<file path="src/rtl/vamc_defs.vh">
// Constants for the voltage and temperature converter control block.
// Assumes a 10 MHz system clock and a byte-wide register port.
`ifndef VAMC_DEFS_VH
`define VAMC_DEFS_VH

// ************************************************************
// Register offsets
// ************************************************************
`define VAMC_ADDR_VOLT_2V5     8'h20
`define VAMC_ADDR_VOLT_SUPPLY  8'h21
`define VAMC_ADDR_LOCAL_TEMP   8'h26
`define VAMC_ADDR_CONFIG_ONE   8'h40
`define VAMC_ADDR_STATUS       8'h41
`define VAMC_ADDR_LOW_2V5      8'h44
`define VAMC_ADDR_HIGH_2V5     8'h45
`define VAMC_ADDR_CHAN_SELECT  8'h55
`define VAMC_ADDR_CONFIG_TWO   8'h73
`define VAMC_ADDR_ALERT_MASK   8'h74
`define VAMC_ADDR_EXT_RES      8'h77

// ************************************************************
// Reset values
// ************************************************************
`define VAMC_RST_LOW_2V5       8'h00
`define VAMC_RST_HIGH_2V5      8'hff
`define VAMC_RST_VOLT          8'h00
`define VAMC_RST_LOCAL_TEMP    8'h80
`define VAMC_RST_ZERO          8'h00

// ************************************************************
// Field positions
// ************************************************************
`define VAMC_CFG1_SUPPLY_5V    7
`define VAMC_CFG2_AVG_OFF      4
`define VAMC_CFG2_BYPASS       5
`define VAMC_CFG2_SINGLE       6
`define VAMC_STAT_LOW_2V5      0
`define VAMC_STAT_HIGH_2V5     1

// ************************************************************
// Channel codes
// ************************************************************
`define VAMC_CHAN_2V5          3'h0
`define VAMC_CHAN_SUPPLY       3'h2
`define VAMC_CHAN_LOCAL_TEMP   3'h6

// ************************************************************
// Timing
// ************************************************************
`define VAMC_CLK_PERIOD_NS     100
`define VAMC_CONV_TIME_NS      711000
`define VAMC_CONV_CYCLES       (`VAMC_CONV_TIME_NS / `VAMC_CLK_PERIOD_NS)
`define VAMC_AVG_SAMPLES       16

`endif

</file>
<file path="src/rtl/vamc_control.v">
// Converter control: sequences conversions, stores results and checks limits.
// Assumes an external converter and a byte register port from the bus slave.
`timescale 1ns/100ps
`include "vamc_defs.vh"

module vamc_control #(
   parameter CONV_CYCLES = `VAMC_CONV_CYCLES
) (
   // Clock and reset.
   input  wire       clk_in,
   input  wire       rstn_in,
   // Register port from the bus slave.
   input  wire [7:0] reg_addr_in,
   input  wire [7:0] reg_wdata_in,
   input  wire       reg_wr_in,
   input  wire       reg_rd_in,
   output reg  [7:0] reg_rdata_out,
   // Converter port.
   output reg        adc_start_out,
   output reg  [2:0] adc_channel_out,
   output wire       adc_bypass_out,
   output wire       adc_supply_5v_out,
   output wire       adc_temp_signed_out,
   input  wire       adc_done_in,
   input  wire [9:0] adc_data_in,
   // Open-drain alert pin.
   output wire       smbalert_n_out,
   output wire       smbalert_oe_n_out
);

   // ************************************************************
   // Registers
   // ************************************************************
   reg  [7:0] low_limit_2v5;                // 2.5 V low limit.
   reg  [7:0] high_limit_2v5;               // 2.5 V high limit.
   reg  [7:0] tach_min_high_channel_select; // Channel select in bits 7:5.
   reg  [7:0] adc_config_one;               // Supply scaling and timeout.
   reg  [7:0] adc_config_two;               // Averaging, bypass, single mode.
   reg  [7:0] alert_mask;                   // Masks status bits off the alert.
   reg  [1:0] status;                       // Sticky limit flags.
   reg  [9:0] volt_2v5;                     // Latest 2.5 V result.
   reg  [9:0] volt_supply;                  // Latest supply result.
   reg  [9:0] local_temp;                   // Visible local temperature.
   reg  [9:0] temp_pending;                 // Result held back while frozen.
   reg        pending;                      // Held result waiting.
   reg        frozen;                       // Temperature registers frozen.
   reg  [12:0] slot;                        // Cycle count within a slot.
   reg        result_seen;                  // A result finished since the last slot start.

   wire       avg_off  = adc_config_two[`VAMC_CFG2_AVG_OFF];
   wire       single   = adc_config_two[`VAMC_CFG2_SINGLE];
   wire [2:0] sel_chan = tach_min_high_channel_select[7:5];
   wire       res_valid;                    // Averaged result strobe.
   wire [9:0] res;                          // Averaged result.
   wire       chan_change;                  // Channel moves on next slot.
   reg  [2:0] next_channel;                 // Channel for the next run.
   wire       wr_2v5;                       // New 2.5 V result written.
   wire       set_low;                      // 2.5 V below its low limit.
   wire       set_high;                     // 2.5 V above its high limit.
   wire       rd_status;                    // Status register is read.

   // ************************************************************
   // Converter sequencing
   // ************************************************************
   assign adc_bypass_out      = adc_config_two[`VAMC_CFG2_BYPASS];
   assign adc_supply_5v_out   = adc_config_one[`VAMC_CFG1_SUPPLY_5V];
   assign adc_temp_signed_out = (adc_channel_out == `VAMC_CHAN_LOCAL_TEMP);

   // Picks the next channel: round robin, or the selected one alone.
   always @* begin
      if (single) begin
         next_channel = sel_chan;
      end else begin
         case (adc_channel_out)
            `VAMC_CHAN_2V5:    next_channel = `VAMC_CHAN_SUPPLY;
            `VAMC_CHAN_SUPPLY: next_channel = `VAMC_CHAN_LOCAL_TEMP;
            default:           next_channel = `VAMC_CHAN_2V5;
         endcase
      end
   end

   // The channel changes at a slot start after a finished result, or at the next slot start in single mode or with averaging off.
   // A result lands mid-slot, so it is remembered until the next slot boundary.
   assign chan_change = (slot == 13'h0000) && (next_channel != adc_channel_out) &&
                        (res_valid || result_seen || single || avg_off);

   // Starts one conversion per slot of the conversion time.
   always @(posedge clk_in or negedge rstn_in) begin
      if (!rstn_in) begin
         slot            <= 13'h0000;
         adc_start_out   <= 1'b0;
         adc_channel_out <= `VAMC_CHAN_2V5;
         result_seen     <= 1'b0;
      end else begin
         adc_start_out <= (slot == 13'h0000);
         // Kept until the slot boundary, where the channel step uses it up.
         result_seen   <= (res_valid | result_seen) & (slot != 13'h0000);
         if (slot == CONV_CYCLES - 1) begin
            slot <= 13'h0000;
         end else begin
            slot <= slot + 13'h0001;
         end
         if (chan_change) begin
            adc_channel_out <= next_channel;
         end
      end
   end

   // Averages sixteen codes, or passes each through when averaging is off.
   vamc_averager u_avg (
      .clk_in           (clk_in),
      .rstn_in          (rstn_in),
      .sample_valid_in  (adc_done_in),
      .sample_in        (adc_data_in),
      .signed_in        (adc_temp_signed_out),
      .single_in        (avg_off),
      .clear_in         (chan_change),
      .result_valid_out (res_valid),
      .result_out       (res)
   );

   // ************************************************************
   // Results and limit checks
   // ************************************************************
   assign wr_2v5    = res_valid && (adc_channel_out == `VAMC_CHAN_2V5);
   assign set_low   = wr_2v5 && (res[9:2] < low_limit_2v5);
   assign set_high  = wr_2v5 && (res[9:2] > high_limit_2v5);
   assign rd_status = reg_rd_in && (reg_addr_in == `VAMC_ADDR_STATUS);

   // Stores results; temperature updates wait while the registers are frozen.
   always @(posedge clk_in or negedge rstn_in) begin
      if (!rstn_in) begin
         volt_2v5     <= 10'h000;
         volt_supply  <= 10'h000;
         local_temp   <= {`VAMC_RST_LOCAL_TEMP, 2'b00};
         temp_pending <= 10'h000;
         pending      <= 1'b0;
         frozen       <= 1'b0;
         status       <= 2'b00;
      end else begin
         if (wr_2v5) begin
            volt_2v5 <= res;
         end
         if (res_valid && (adc_channel_out == `VAMC_CHAN_SUPPLY)) begin
            volt_supply <= res;
         end
         if (res_valid && adc_temp_signed_out && frozen) begin
            temp_pending <= res;
            pending      <= 1'b1;
         end else if (res_valid && adc_temp_signed_out) begin
            // A fresh result supersedes any older held one.
            local_temp <= res;
            pending    <= 1'b0;
         end else if (!frozen && pending) begin
            local_temp <= temp_pending;
            pending    <= 1'b0;
         end
         // Reading the low bits freezes, reading the high byte releases.
         if (reg_rd_in && (reg_addr_in == `VAMC_ADDR_EXT_RES)) begin
            frozen <= 1'b1;
         end else if (reg_rd_in && (reg_addr_in == `VAMC_ADDR_LOCAL_TEMP)) begin
            frozen <= 1'b0;
         end
         // A new violation wins over a read that clears the flags.
         status[`VAMC_STAT_LOW_2V5]  <= set_low  | (status[`VAMC_STAT_LOW_2V5]  & ~rd_status);
         status[`VAMC_STAT_HIGH_2V5] <= set_high | (status[`VAMC_STAT_HIGH_2V5] & ~rd_status);
      end
   end

   // Alert pulls low while any unmasked flag is set.
   assign smbalert_n_out    = 1'b0;
   assign smbalert_oe_n_out = ~|(status & ~alert_mask[1:0]);

   // ************************************************************
   // Register port
   // ************************************************************
   // Holds software writes; reset values keep the limits quiet.
   always @(posedge clk_in or negedge rstn_in) begin
      if (!rstn_in) begin
         low_limit_2v5                <= `VAMC_RST_LOW_2V5;
         high_limit_2v5               <= `VAMC_RST_HIGH_2V5;
         tach_min_high_channel_select <= `VAMC_RST_ZERO;
         adc_config_one               <= `VAMC_RST_ZERO;
         adc_config_two               <= `VAMC_RST_ZERO;
         alert_mask                   <= `VAMC_RST_ZERO;
      end else if (reg_wr_in) begin
         case (reg_addr_in)
            `VAMC_ADDR_LOW_2V5:     low_limit_2v5                <= reg_wdata_in;
            `VAMC_ADDR_HIGH_2V5:    high_limit_2v5               <= reg_wdata_in;
            `VAMC_ADDR_CHAN_SELECT: tach_min_high_channel_select <= reg_wdata_in;
            `VAMC_ADDR_CONFIG_ONE:  adc_config_one               <= reg_wdata_in;
            `VAMC_ADDR_CONFIG_TWO:  adc_config_two               <= reg_wdata_in;
            `VAMC_ADDR_ALERT_MASK:  alert_mask                   <= reg_wdata_in;
            default:                alert_mask                   <= alert_mask;
         endcase
      end
   end

   // Returns read data one cycle after the read strobe; unmapped reads give zero.
   always @(posedge clk_in or negedge rstn_in) begin
      if (!rstn_in) begin
         reg_rdata_out <= 8'h00;
      end else if (reg_rd_in) begin
         case (reg_addr_in)
            `VAMC_ADDR_VOLT_2V5:    reg_rdata_out <= volt_2v5[9:2];
            `VAMC_ADDR_VOLT_SUPPLY: reg_rdata_out <= volt_supply[9:2];
            `VAMC_ADDR_LOCAL_TEMP:  reg_rdata_out <= local_temp[9:2];
            `VAMC_ADDR_EXT_RES:     reg_rdata_out <= {2'b00, local_temp[1:0], 4'h0};
            `VAMC_ADDR_STATUS:      reg_rdata_out <= {6'h00, status};
            `VAMC_ADDR_LOW_2V5:     reg_rdata_out <= low_limit_2v5;
            `VAMC_ADDR_HIGH_2V5:    reg_rdata_out <= high_limit_2v5;
            `VAMC_ADDR_CHAN_SELECT: reg_rdata_out <= tach_min_high_channel_select;
            `VAMC_ADDR_CONFIG_ONE:  reg_rdata_out <= adc_config_one;
            `VAMC_ADDR_CONFIG_TWO:  reg_rdata_out <= adc_config_two;
            `VAMC_ADDR_ALERT_MASK:  reg_rdata_out <= alert_mask;
            default:                reg_rdata_out <= 8'h00;
         endcase
      end
   end

endmodule

</file>
<file path="src/rtl/vamc_averager.v">
// Sample averager: sums a run of converter codes and returns their mean.
// Assumes samples arrive as one-cycle strobes from the converter sequencer.
`timescale 1ns/100ps
`include "vamc_defs.vh"

module vamc_averager #(
   parameter SAMPLES = `VAMC_AVG_SAMPLES
) (
   // Clock and reset.
   input  wire       clk_in,
   input  wire       rstn_in,
   // Sample side.
   input  wire       sample_valid_in,
   input  wire [9:0] sample_in,
   input  wire       signed_in,
   input  wire       single_in,
   input  wire       clear_in,
   // Result side.
   output reg        result_valid_out,
   output reg  [9:0] result_out
);

   // ************************************************************
   // Accumulator
   // ************************************************************
   reg  [13:0] sum;        // Running total of extended samples.
   reg  [4:0]  count;      // Samples taken in the current run.
   wire [13:0] ext;        // Sample extended to the total's width.
   wire [13:0] total;      // Total including the present sample.

   // Temperature codes are signed, voltage codes are not.
   assign ext   = {{4{signed_in & sample_in[9]}}, sample_in};
   assign total = sum + ext;

   // Accumulates samples and emits the mean of a full run.
   always @(posedge clk_in or negedge rstn_in) begin
      if (!rstn_in) begin
         sum              <= 14'h0000;
         count            <= 5'h00;
         result_valid_out <= 1'b0;
         result_out       <= 10'h000;
      end else begin
         result_valid_out <= 1'b0;
         if (clear_in) begin
            // A channel change discards a part-filled run.
            sum   <= 14'h0000;
            count <= 5'h00;
         end else if (sample_valid_in) begin
            if (single_in) begin
               // Averaging off: each conversion is a result.
               result_out       <= sample_in;
               result_valid_out <= 1'b1;
               sum              <= 14'h0000;
               count            <= 5'h00;
            end else if (count == SAMPLES - 1) begin
               // Divide by sixteen keeps the sign of signed codes.
               result_out       <= total[13:4];
               result_valid_out <= 1'b1;
               sum              <= 14'h0000;
               count            <= 5'h00;
            end else begin
               sum   <= total;
               count <= count + 5'h01;
            end
         end
      end
   end

endmodule

</file>
<file path="config.mk">
export PLATFORM = sky130hd
export DESIGN_NAME = vamc_control
export DESIGN_NICKNAME = d
export VERILOG_FILES = /design/src/rtl/vamc_control.v /design/src/rtl/vamc_averager.v
export VERILOG_INCLUDE_DIRS = /design/src /design/src/rtl
export SDC_FILE = /design/constraint.sdc
export NUM_CORES = 1
export LEC_CHECK = 0
export BUFFER_PORTS_ARGS = -buffer_cell sky130_fd_sc_hd__buf_4
export CAP_MARGIN = 20
export CORE_MARGIN = 2
export CORE_UTILIZATION = 36
export DETAILED_ROUTE_END_ITERATION = 7
export MAX_ROUTING_LAYER = met4
export PLACE_DENSITY = 0.49
export SETUP_SLACK_MARGIN = 0.02
export SYNTH_ARGS = -nofsm -noshare
export SYNTH_HDL_FRONTEND = slang
export SYNTH_HIERARCHICAL = 1
export SYNTH_SLANG_ARGS = --single-unit
export TNS_END_PERCENT = 1
</file>
<file path="constraint.sdc">
create_clock -name clk_in -period 3.7 [get_ports clk_in]
set_input_delay 0.555 -clock clk_in [delete_from_list [all_inputs] [get_ports clk_in]]
set_output_delay 0.555 -clock clk_in [all_outputs]
set_load 0.005 [all_outputs]
</file>
==> results of run 1 <==
[registers in the layout, summed over array words and instances, names as in the netlist, 10 cells and up]
signal            cells
local_temp           10
slot                 13
temp_pending         10
u_avg/result_out     10
u_avg/sum            14
[cell type report]
| cell class | instances | area (sq um) |
|---|---|---|
| Fill cell | 2083 | 12600 |
| Clock buffer | 17 | 425 |
| Multi-Input combinational cell | 528 | 4040 |
| Inverter | 33 | 124 |
| Clock inverter | 15 | 121 |
| Tap cell | 280 | 350 |
| Sequential cell | 144 | 3610 |
| Timing Repair Buffer | 53 | 414 |
[where the power goes]
| part | switching (uW) | total (uW) | internal [uW] |
|---|---|---|---|
| clock | 752 | 1630 | 875 |
| combinational | 681 | 1210 | 533 |
| sequential | 235 | 2010 | 1770 |
| total | 1670 | 4850 | 3180 |
[layer usage]
metal,up-vias,global-route usage,wire (microns)
met3,38,0.0381,977
met5,-,-,0
li1,2780,-,-
met2,153,0.283,9410
met4,0,0.0694,503
met1,2955,0.267,10300
[kinds of logic (layout without fill, tap and decap cells)]
group / after synthesis / count (layout) / share of synthesized area
AO/OA/AOI/OAI: 150 / 150 / 0.134
XOR/XNOR: 23 / 23 / 0.0254
adder cells (fa/ha/maj): 32 / 32 / 0.0512
buffers and inverters: 66 / 118 / 0.0349
flip-flops: 144 / 144 / 0.456
multiplexers: 100 / 100 / 0.139
other: 1 / 1 / 0.000473
AND/OR/NAND/NOR: 222 / 222 / 0.158
[per-stage QoR]
step | setup WS [ns] | util
after floorplan | 1.03 | -
after global placement | 0.796 | 0.394
after detailed placement | 0.695 | 0.394
after CTS | 0.688 | 0.419
after global routing | 0.404 | 0.419
final | 0.622 | 0.419
[synth_stat cells, drive strengths merged (8+ instances only)]
master / instances
nand4: 9
a21oi: 22
xnor2: 18
nor3b: 10
dfstp: 9
nand2: 63
inv: 32
nor2b: 10
dfrtp: 135
nor3: 11
a22o: 15
clkbuf: 22
buf: 11
mux2: 79
nand2b: 9
nand3: 33
nor2: 34
nor4: 8
a22oi: 16
mux2i: 21
o21ai: 42
ha: 30
[worst min path at each step]
stage / slack, ns / from / cells past startpoint / end
6_report: 0.18 / rstn_in / 1 / alert_mask[3]$_DFFE_PN0P_
5_1_grt: 0.25 / rstn_in / 1 / alert_mask[3]$_DFFE_PN0P_
4_1_cts: 0.22 / rstn_in / 1 / alert_mask[3]$_DFFE_PN0P_
3_5_place_dp: 0.47 / temp_pending[2]$_DFFE_PN0P_ / 2 / temp_pending[2]$_DFFE_PN0P_
3_3_place_gp: 0.47 / temp_pending[2]$_DFFE_PN0P_ / 2 / temp_pending[2]$_DFFE_PN0P_
2_1_floorplan: 0.26 / rstn_in / 0 / adc_channel_out[0]$_DFFE_PN0P_
[worst max-delay path, delay by kind of cell, from the launching register on]
| family | cells | cell delay [ns] |
|---|---|---|
| buffers and inverters | 1 | 0.08 |
| DFF | 1 | 0.48 |
| and+or+nand+nor | 3 | 1.46 |
| AOI/OAI and AO/OA | 3 | 1.00 |
==> metrics.yaml, run 1 <==
sta:
  rsz0062_at_grt: "false"
  setup_violations: 0
  timing.final.hold_violations: 0
  fin_skew_ns: 0.0142
  finalHoldWorstSlack_ns: 0.183
  max_freq_mhz: 325
  min_period_over_period: 0.832
  setup_tns_ns: 0
  min_period_ns: 3.08
  tightestPinTransition_ns: 1.14
  slew_headroom: 0.241
  maxSlewViolCount: 0
die:
  io_pins: 48
  core-area_sq_mm: 0.0217
  start_util: 0.365
  die_h_microns: 152
  dieArea_sq_mm: 0.0232
  num_rows: 54
  die_x_microns: 152
cts:
  cts_buffers: 17
  cts_tree: "done"
  cts_resized: 0
  htreeDepth: 4
  cts_setup_buffers: 0
  cts.clk_slew.worst_paths_ns: 0.07
  cts_buffer_depth: 2
  clkLatencyLatePin_ns: 0.43
  clock-sinks: 144
  cts_hold_buf: 0
  root_buffer: "clkbuf_16"
logic_synthesis:
  yosysWarningCount: 6
  synth-async-reset-ratio: 1.00
  yosysTopAreaCell: "dfrtp_1"
  synth_area_per_cell_sq_um: 10.7
  ys_ff_latch: 144
  synth_edf_count: 0
  synthCells: 738
  synth_cell_types: 88
  synth_ff_type: "dfrtp_1"
  synth_area_leaders: "dfrtp_1 (43%), mux2_2 (11%), ha_1 (4.7%)"
  synth_area_sq_mm: 0.00792
  yosysTopAreaCellShare: 0.426
  seq_area_frac_synth: 0.456
  synth_nets: 800
setup_path:
  ff2ff_path_depth: 7
  r2r_setup_slack_ns: 0.62
  crit_type: "flip-flop to flip-flop"
  timing.critical_path.mode_cell: "nor2b_1"
  cp-end-kind: "flip-flop"
  arrival_ns: 3.43
  critical_path.slowest_cell: "nor2b_1"
  slowest_delay_ns: 0.95
  cp.required_ns: 4.06
  crit_fanout: 12
  worstSetupStartpointType: "flip-flop"
  r2r-end: "u_avg/count[3]$_DFFE_PN0P_"
  worstPathCellList: "o41ai_1 -> a41o_2 -> inv_1 -> nor2b_1 -> nor2b_1 -> nand4_1 -> o21ai_0"
  r2r_start: "adc_config_two[6]$_DFFE_PN0P_"
  critPathLaunch: "adc_config_two[6]$_DFFE_PN0P_"
  crit_end: "u_avg/count[3]$_DFFE_PN0P_"
power_and_ir_drop:
  vdd_drop_max_mv: 0.316
  fin_total_pwr_uw: 4850
  power_leakage_uw: 0.00402
  power_per_cell_area_mw_per_mm2: 534
finish:
  postLayoutCellArea_sq_mm: 0.00909
  syn_to_final_growth_pct: 14.7
  n_antenna_cell: 0
  layout-drive-gt1-share: 0.254
  nets: 839
  final_cells: 1070
  final_common_cell: "dfrtp_1"
  mostFrequentLayoutCells: "dfrtp_1 (135), mux2_2 (78), nand2_1 (61)"
global_route:
  grt_max_degree: 83
  grt_pass1_vias: 5932
  grt_usage: 0.193
  gr-total-overflow: 0
  grt_pass1_wl_microns: 34100
  antenna_found_initial: 0
placement:
  dpl.hpwl_microns: 15100
  routabilityCongestion: 0.873
  dp.cells: 1038
  place_area_sq_mm: 0.00854
  numPortBuffers: 46
detailed_routing:
  drtPass1Iterations: 4
  num_vias: 5926
  drt-wirelength-per-cell_microns: 19.8
  drc: 0
  drtAntennaViolNets: 0
  first_iter_violations: 342
  viasPerCell: 5.54
  routed_wl_microns: 21200
worst_hold_path:
  hold_path_class: "input port to async pin"
run:
  maxCapViolCount: 0
run_status:
  outcome: "complete, no violations"
No activity file was read; power rests on OpenSTA's default activity.
==> inputs of run 2 (changes only) <==
- clock period: 3.7 -> 3.2 ns (I/O delays scaled with it)
==> run 2 against run 1 <==
Core utilization increased by 0.44 points. Sequential power increased by 16%. Hold slack got worse by 0.11 ns. Via count increased by 0.98%. Highest routed layer unchanged. Critical path type unchanged. Clock-buffer cell count increased by 4. Critical path depth increased by 6. Global-route usage increased by 0.19 points. Cell area increased by 1.1%. Clock power increased by 21%. Maximum frequency increased by 11%. Largest power group unchanged.
==> metrics.yaml, run 2 (synthesis results as in run 1) <==
finish:
  final_common_cell: "dfrtp_1"
  largest_reg_flops: 14  # unchanged
  mostFrequentLayoutCells: "dfrtp_1 (135), mux2_2 (78), nand2_1 (61)"
  top_regs: "u_avg/sum (14), slot (13)"
  multiInputGateArea_sq_mm: 0.00404  # unchanged
  final_core_util: 0.423  # +0.00444
  final_cells: 1078  # +0.75%
  nets: 847  # +0.95%
  syn_to_final_growth_pct: 15.9
  fillerInstances: 2046  # -1.8%
  regArea_sq_mm: 0.00361  # unchanged
  layout-drive-gt1-share: 0.258  # +0.00371
  top_register: "u_avg/sum"
  n_antenna_cell: 0  # unchanged
die:
  die_x_microns: 152  # unchanged
  die_h_microns: 152  # unchanged
  start_util: 0.365  # unchanged
  dieArea_sq_mm: 0.0232  # unchanged
  core-area_sq_mm: 0.0217  # unchanged
  num_rows: 54  # unchanged
  io_pins: 48  # unchanged
detailed_routing:
  drtAntennaViolNets: 0  # unchanged
  viasPerCell: 5.55  # +0.23%
  drc: 0  # unchanged
  first_iter_violations: 344  # +0.58%
  drtPass1Iterations: 4  # unchanged
  drt-wirelength-per-cell_microns: 20.0  # +0.61%
  routed_wl_microns: 21500  # +1.4%
  num_vias: 5984  # +0.98%
setup_path:
  critical_path.slowest_cell: "or4b_1"
  r2r-end: "u_avg/result_out[5]$_DFFE_PN0P_"
  r2r_setup_slack_ns: 0.44  # -0.19 ns
  worstPathCellList: "inv_1 -> ha_1 -> or4b_1 -> nor3_4 -> o41ai_1 -> a41o_2 -> inv_1 -> nor2b_1 -> nand2_1 -> buf_4 -> inv_1 -> nor2_1 -> a31oi_1"
  critPathTopFamily: "simple AND/OR/NAND/NOR gates"
  cp.required_ns: 3.50  # -0.56 ns
  timing.critical_path.mode_cell: "inv_1"
  cp-end-kind: "flip-flop"
  crit_type: "flip-flop to flip-flop"
  arrival_ns: 3.06  # -0.37 ns
  worstPathBufferInverterCount: 4  # +3
  r2r_start: "slot[0]$_DFF_PN0_"
  worstSetupStartpointType: "flip-flop"
  ff2ff_path_depth: 13  # +6
  slowest_delay_ns: 0.48  # -0.47 ns
  crit_fanout: 16  # +4
run_status:
  outcome: "complete, no violations"
sta:
  setup_violations: 0  # unchanged
  timing.final.hold_violations: 0  # unchanged
  slew_headroom: 0.376  # +0.135
  tightestPinTransition_ns: 0.928  # -0.209 ns
  maxSlewViolCount: 0  # unchanged
  min_period_ns: 2.76  # -0.314 ns
  min_period_over_period: 0.864  # +0.0317
  fin_ws_ns: 0.436  # -0.186 ns
  fin_skew_ns: 0.0132  # -0.00103 ns
  rsz0062_at_grt: "false"
  max_freq_mhz: 362  # +11%
  setup_tns_ns: 0  # unchanged
worst_hold_path:
  hold_path_class: "input port to async pin"
power_and_ir_drop:
  p_seq_frac: 0.407  # -0.007
  switching_power_uw: 1870  # +12%
  power_leakage_uw: 0.00406  # +1.0%
  intPower_uw: 3850  # +21%
  power_per_cell_area_mw_per_mm2: 622  # +17%
  pwr-share-clk: 0.346  # +0.010
  fin_total_pwr_uw: 5710  # +18%
  vdd_drop_max_mv: 0.346  # +9.4%
  p_comb_frac: 0.246  # -0.005
  sw_frac_of_total: 0.327  # -0.0175
global_route:
  antenna_found_initial: 0  # unchanged
  gr-total-overflow: 0  # unchanged
  grt_pass1_wl_microns: 34400  # +0.85%
  grt_max_degree: 74  # -11%
  grt_usage: 0.195  # +0.00192
  grt_pass1_vias: 5957  # +0.42%
cts:
  cts_resized: 0  # unchanged
  cts_tree: "done"
  clock-sinks: 144  # unchanged
  cts_buffers: 17  # unchanged
  htreeDepth: 4  # unchanged
  clkLatencyLatePin_ns: 0.42  # about the same
  root_buffer: "clkbuf_16"
  cts_setup_buffers: 0  # unchanged
  cts.clk_slew.worst_paths_ns: 0.07  # about the same
  cts_hold_buf: 0  # unchanged
  cts_buffer_depth: 2  # unchanged
placement:
  numPortBuffers: 46  # unchanged
  place_ws_ns: 0.115  # -0.581 ns
  dp.cells: 1045  # +0.67%
  routabilityCongestion: 0.884  # +1.3%
  dpl.hpwl_microns: 15300  # +1.2%
run:
  maxCapViolCount: 0  # unchanged
[run 2: through the flow]
stage / hold WS [ns] / cell area (sq um)
6_report: 0.0749 / 9180
5_1_grt: 0.126 / 9180
4_1_cts: 0.109 / 9180
3_5_place_dp: 0.477 / 8590
3_3_place_gp: 0.466 / 8590
2_1_floorplan: 0.184 / 7920
[run 2: worst max-delay path by stage]
stage | start | to | slack (ns) | depth (start not counted)
after floorplan | adc_data_in[0] | u_avg/result_out[8]$_DFFE_PN0P_ | 0.61 | 10
after global placement | slot[0]$_DFF_PN0_ | u_avg/count[3]$_DFFE_PN0P_ | 0.30 | 11
after detailed placement | slot[0]$_DFF_PN0_ | u_avg/count[3]$_DFFE_PN0P_ | 0.11 | 11
after CTS | slot[0]$_DFF_PN0_ | u_avg/count[3]$_DFFE_PN0P_ | 0.12 | 11
after global routing | slot[1]$_DFF_PN0_ | u_avg/result_out[5]$_DFFE_PN0P_ | 0.18 | 13
final | slot[0]$_DFF_PN0_ | u_avg/result_out[5]$_DFFE_PN0P_ | 0.44 | 13
[run 2: layout make-up]
class | count | share of cell area
inverters | 33 | 0.0135
clock inverters | 11 | 0.0144
repair buffers | 61 | 0.0516
well taps | 280 | 0.0382
clock buffers | 21 | 0.0491
multi-input cells | 528 | 0.440
flip-flops and latches | 144 | 0.394
[run 2: per-layer routing]
metal / vias to the layer above / wire (microns) / track usage / share of wire
met3: 31 / 877 / 0.0370 / 0.041
met2: 156 / 9790 / 0.290 / 0.45
met5: - / 0 / - / 0
met1: 2993 / 10400 / 0.272 / 0.48
li1: 2804 / - / - / -
met4: 0 / 446 / 0.0587 / 0.021
[run 2: power groups by stage]
stage	Clock, uW	Combinational (uW)	Sequential, uW
after global routing	2120	1590	2360
after CTS	2030	1410	2320
after detailed placement	0	1410	2350
after floorplan	0	1080	2220
after global placement	0	1380	2350
final	1980	1410	2330
[run 2: worst reg2reg max path: stages, from the launching register on]
cell	delay, ns
dfrtp_1	0.45
inv_1	0.08
ha_1	0.13
or4b_1	0.48
nor3_4	0.17
o41ai_1	0.14
a41o_2	0.28
inv_1	0.11
nor2b_1	0.12
nand2_1	0.21
buf_4	0.25
inv_1	0.09
nor2_1	0.09
a31oi_1	0.05
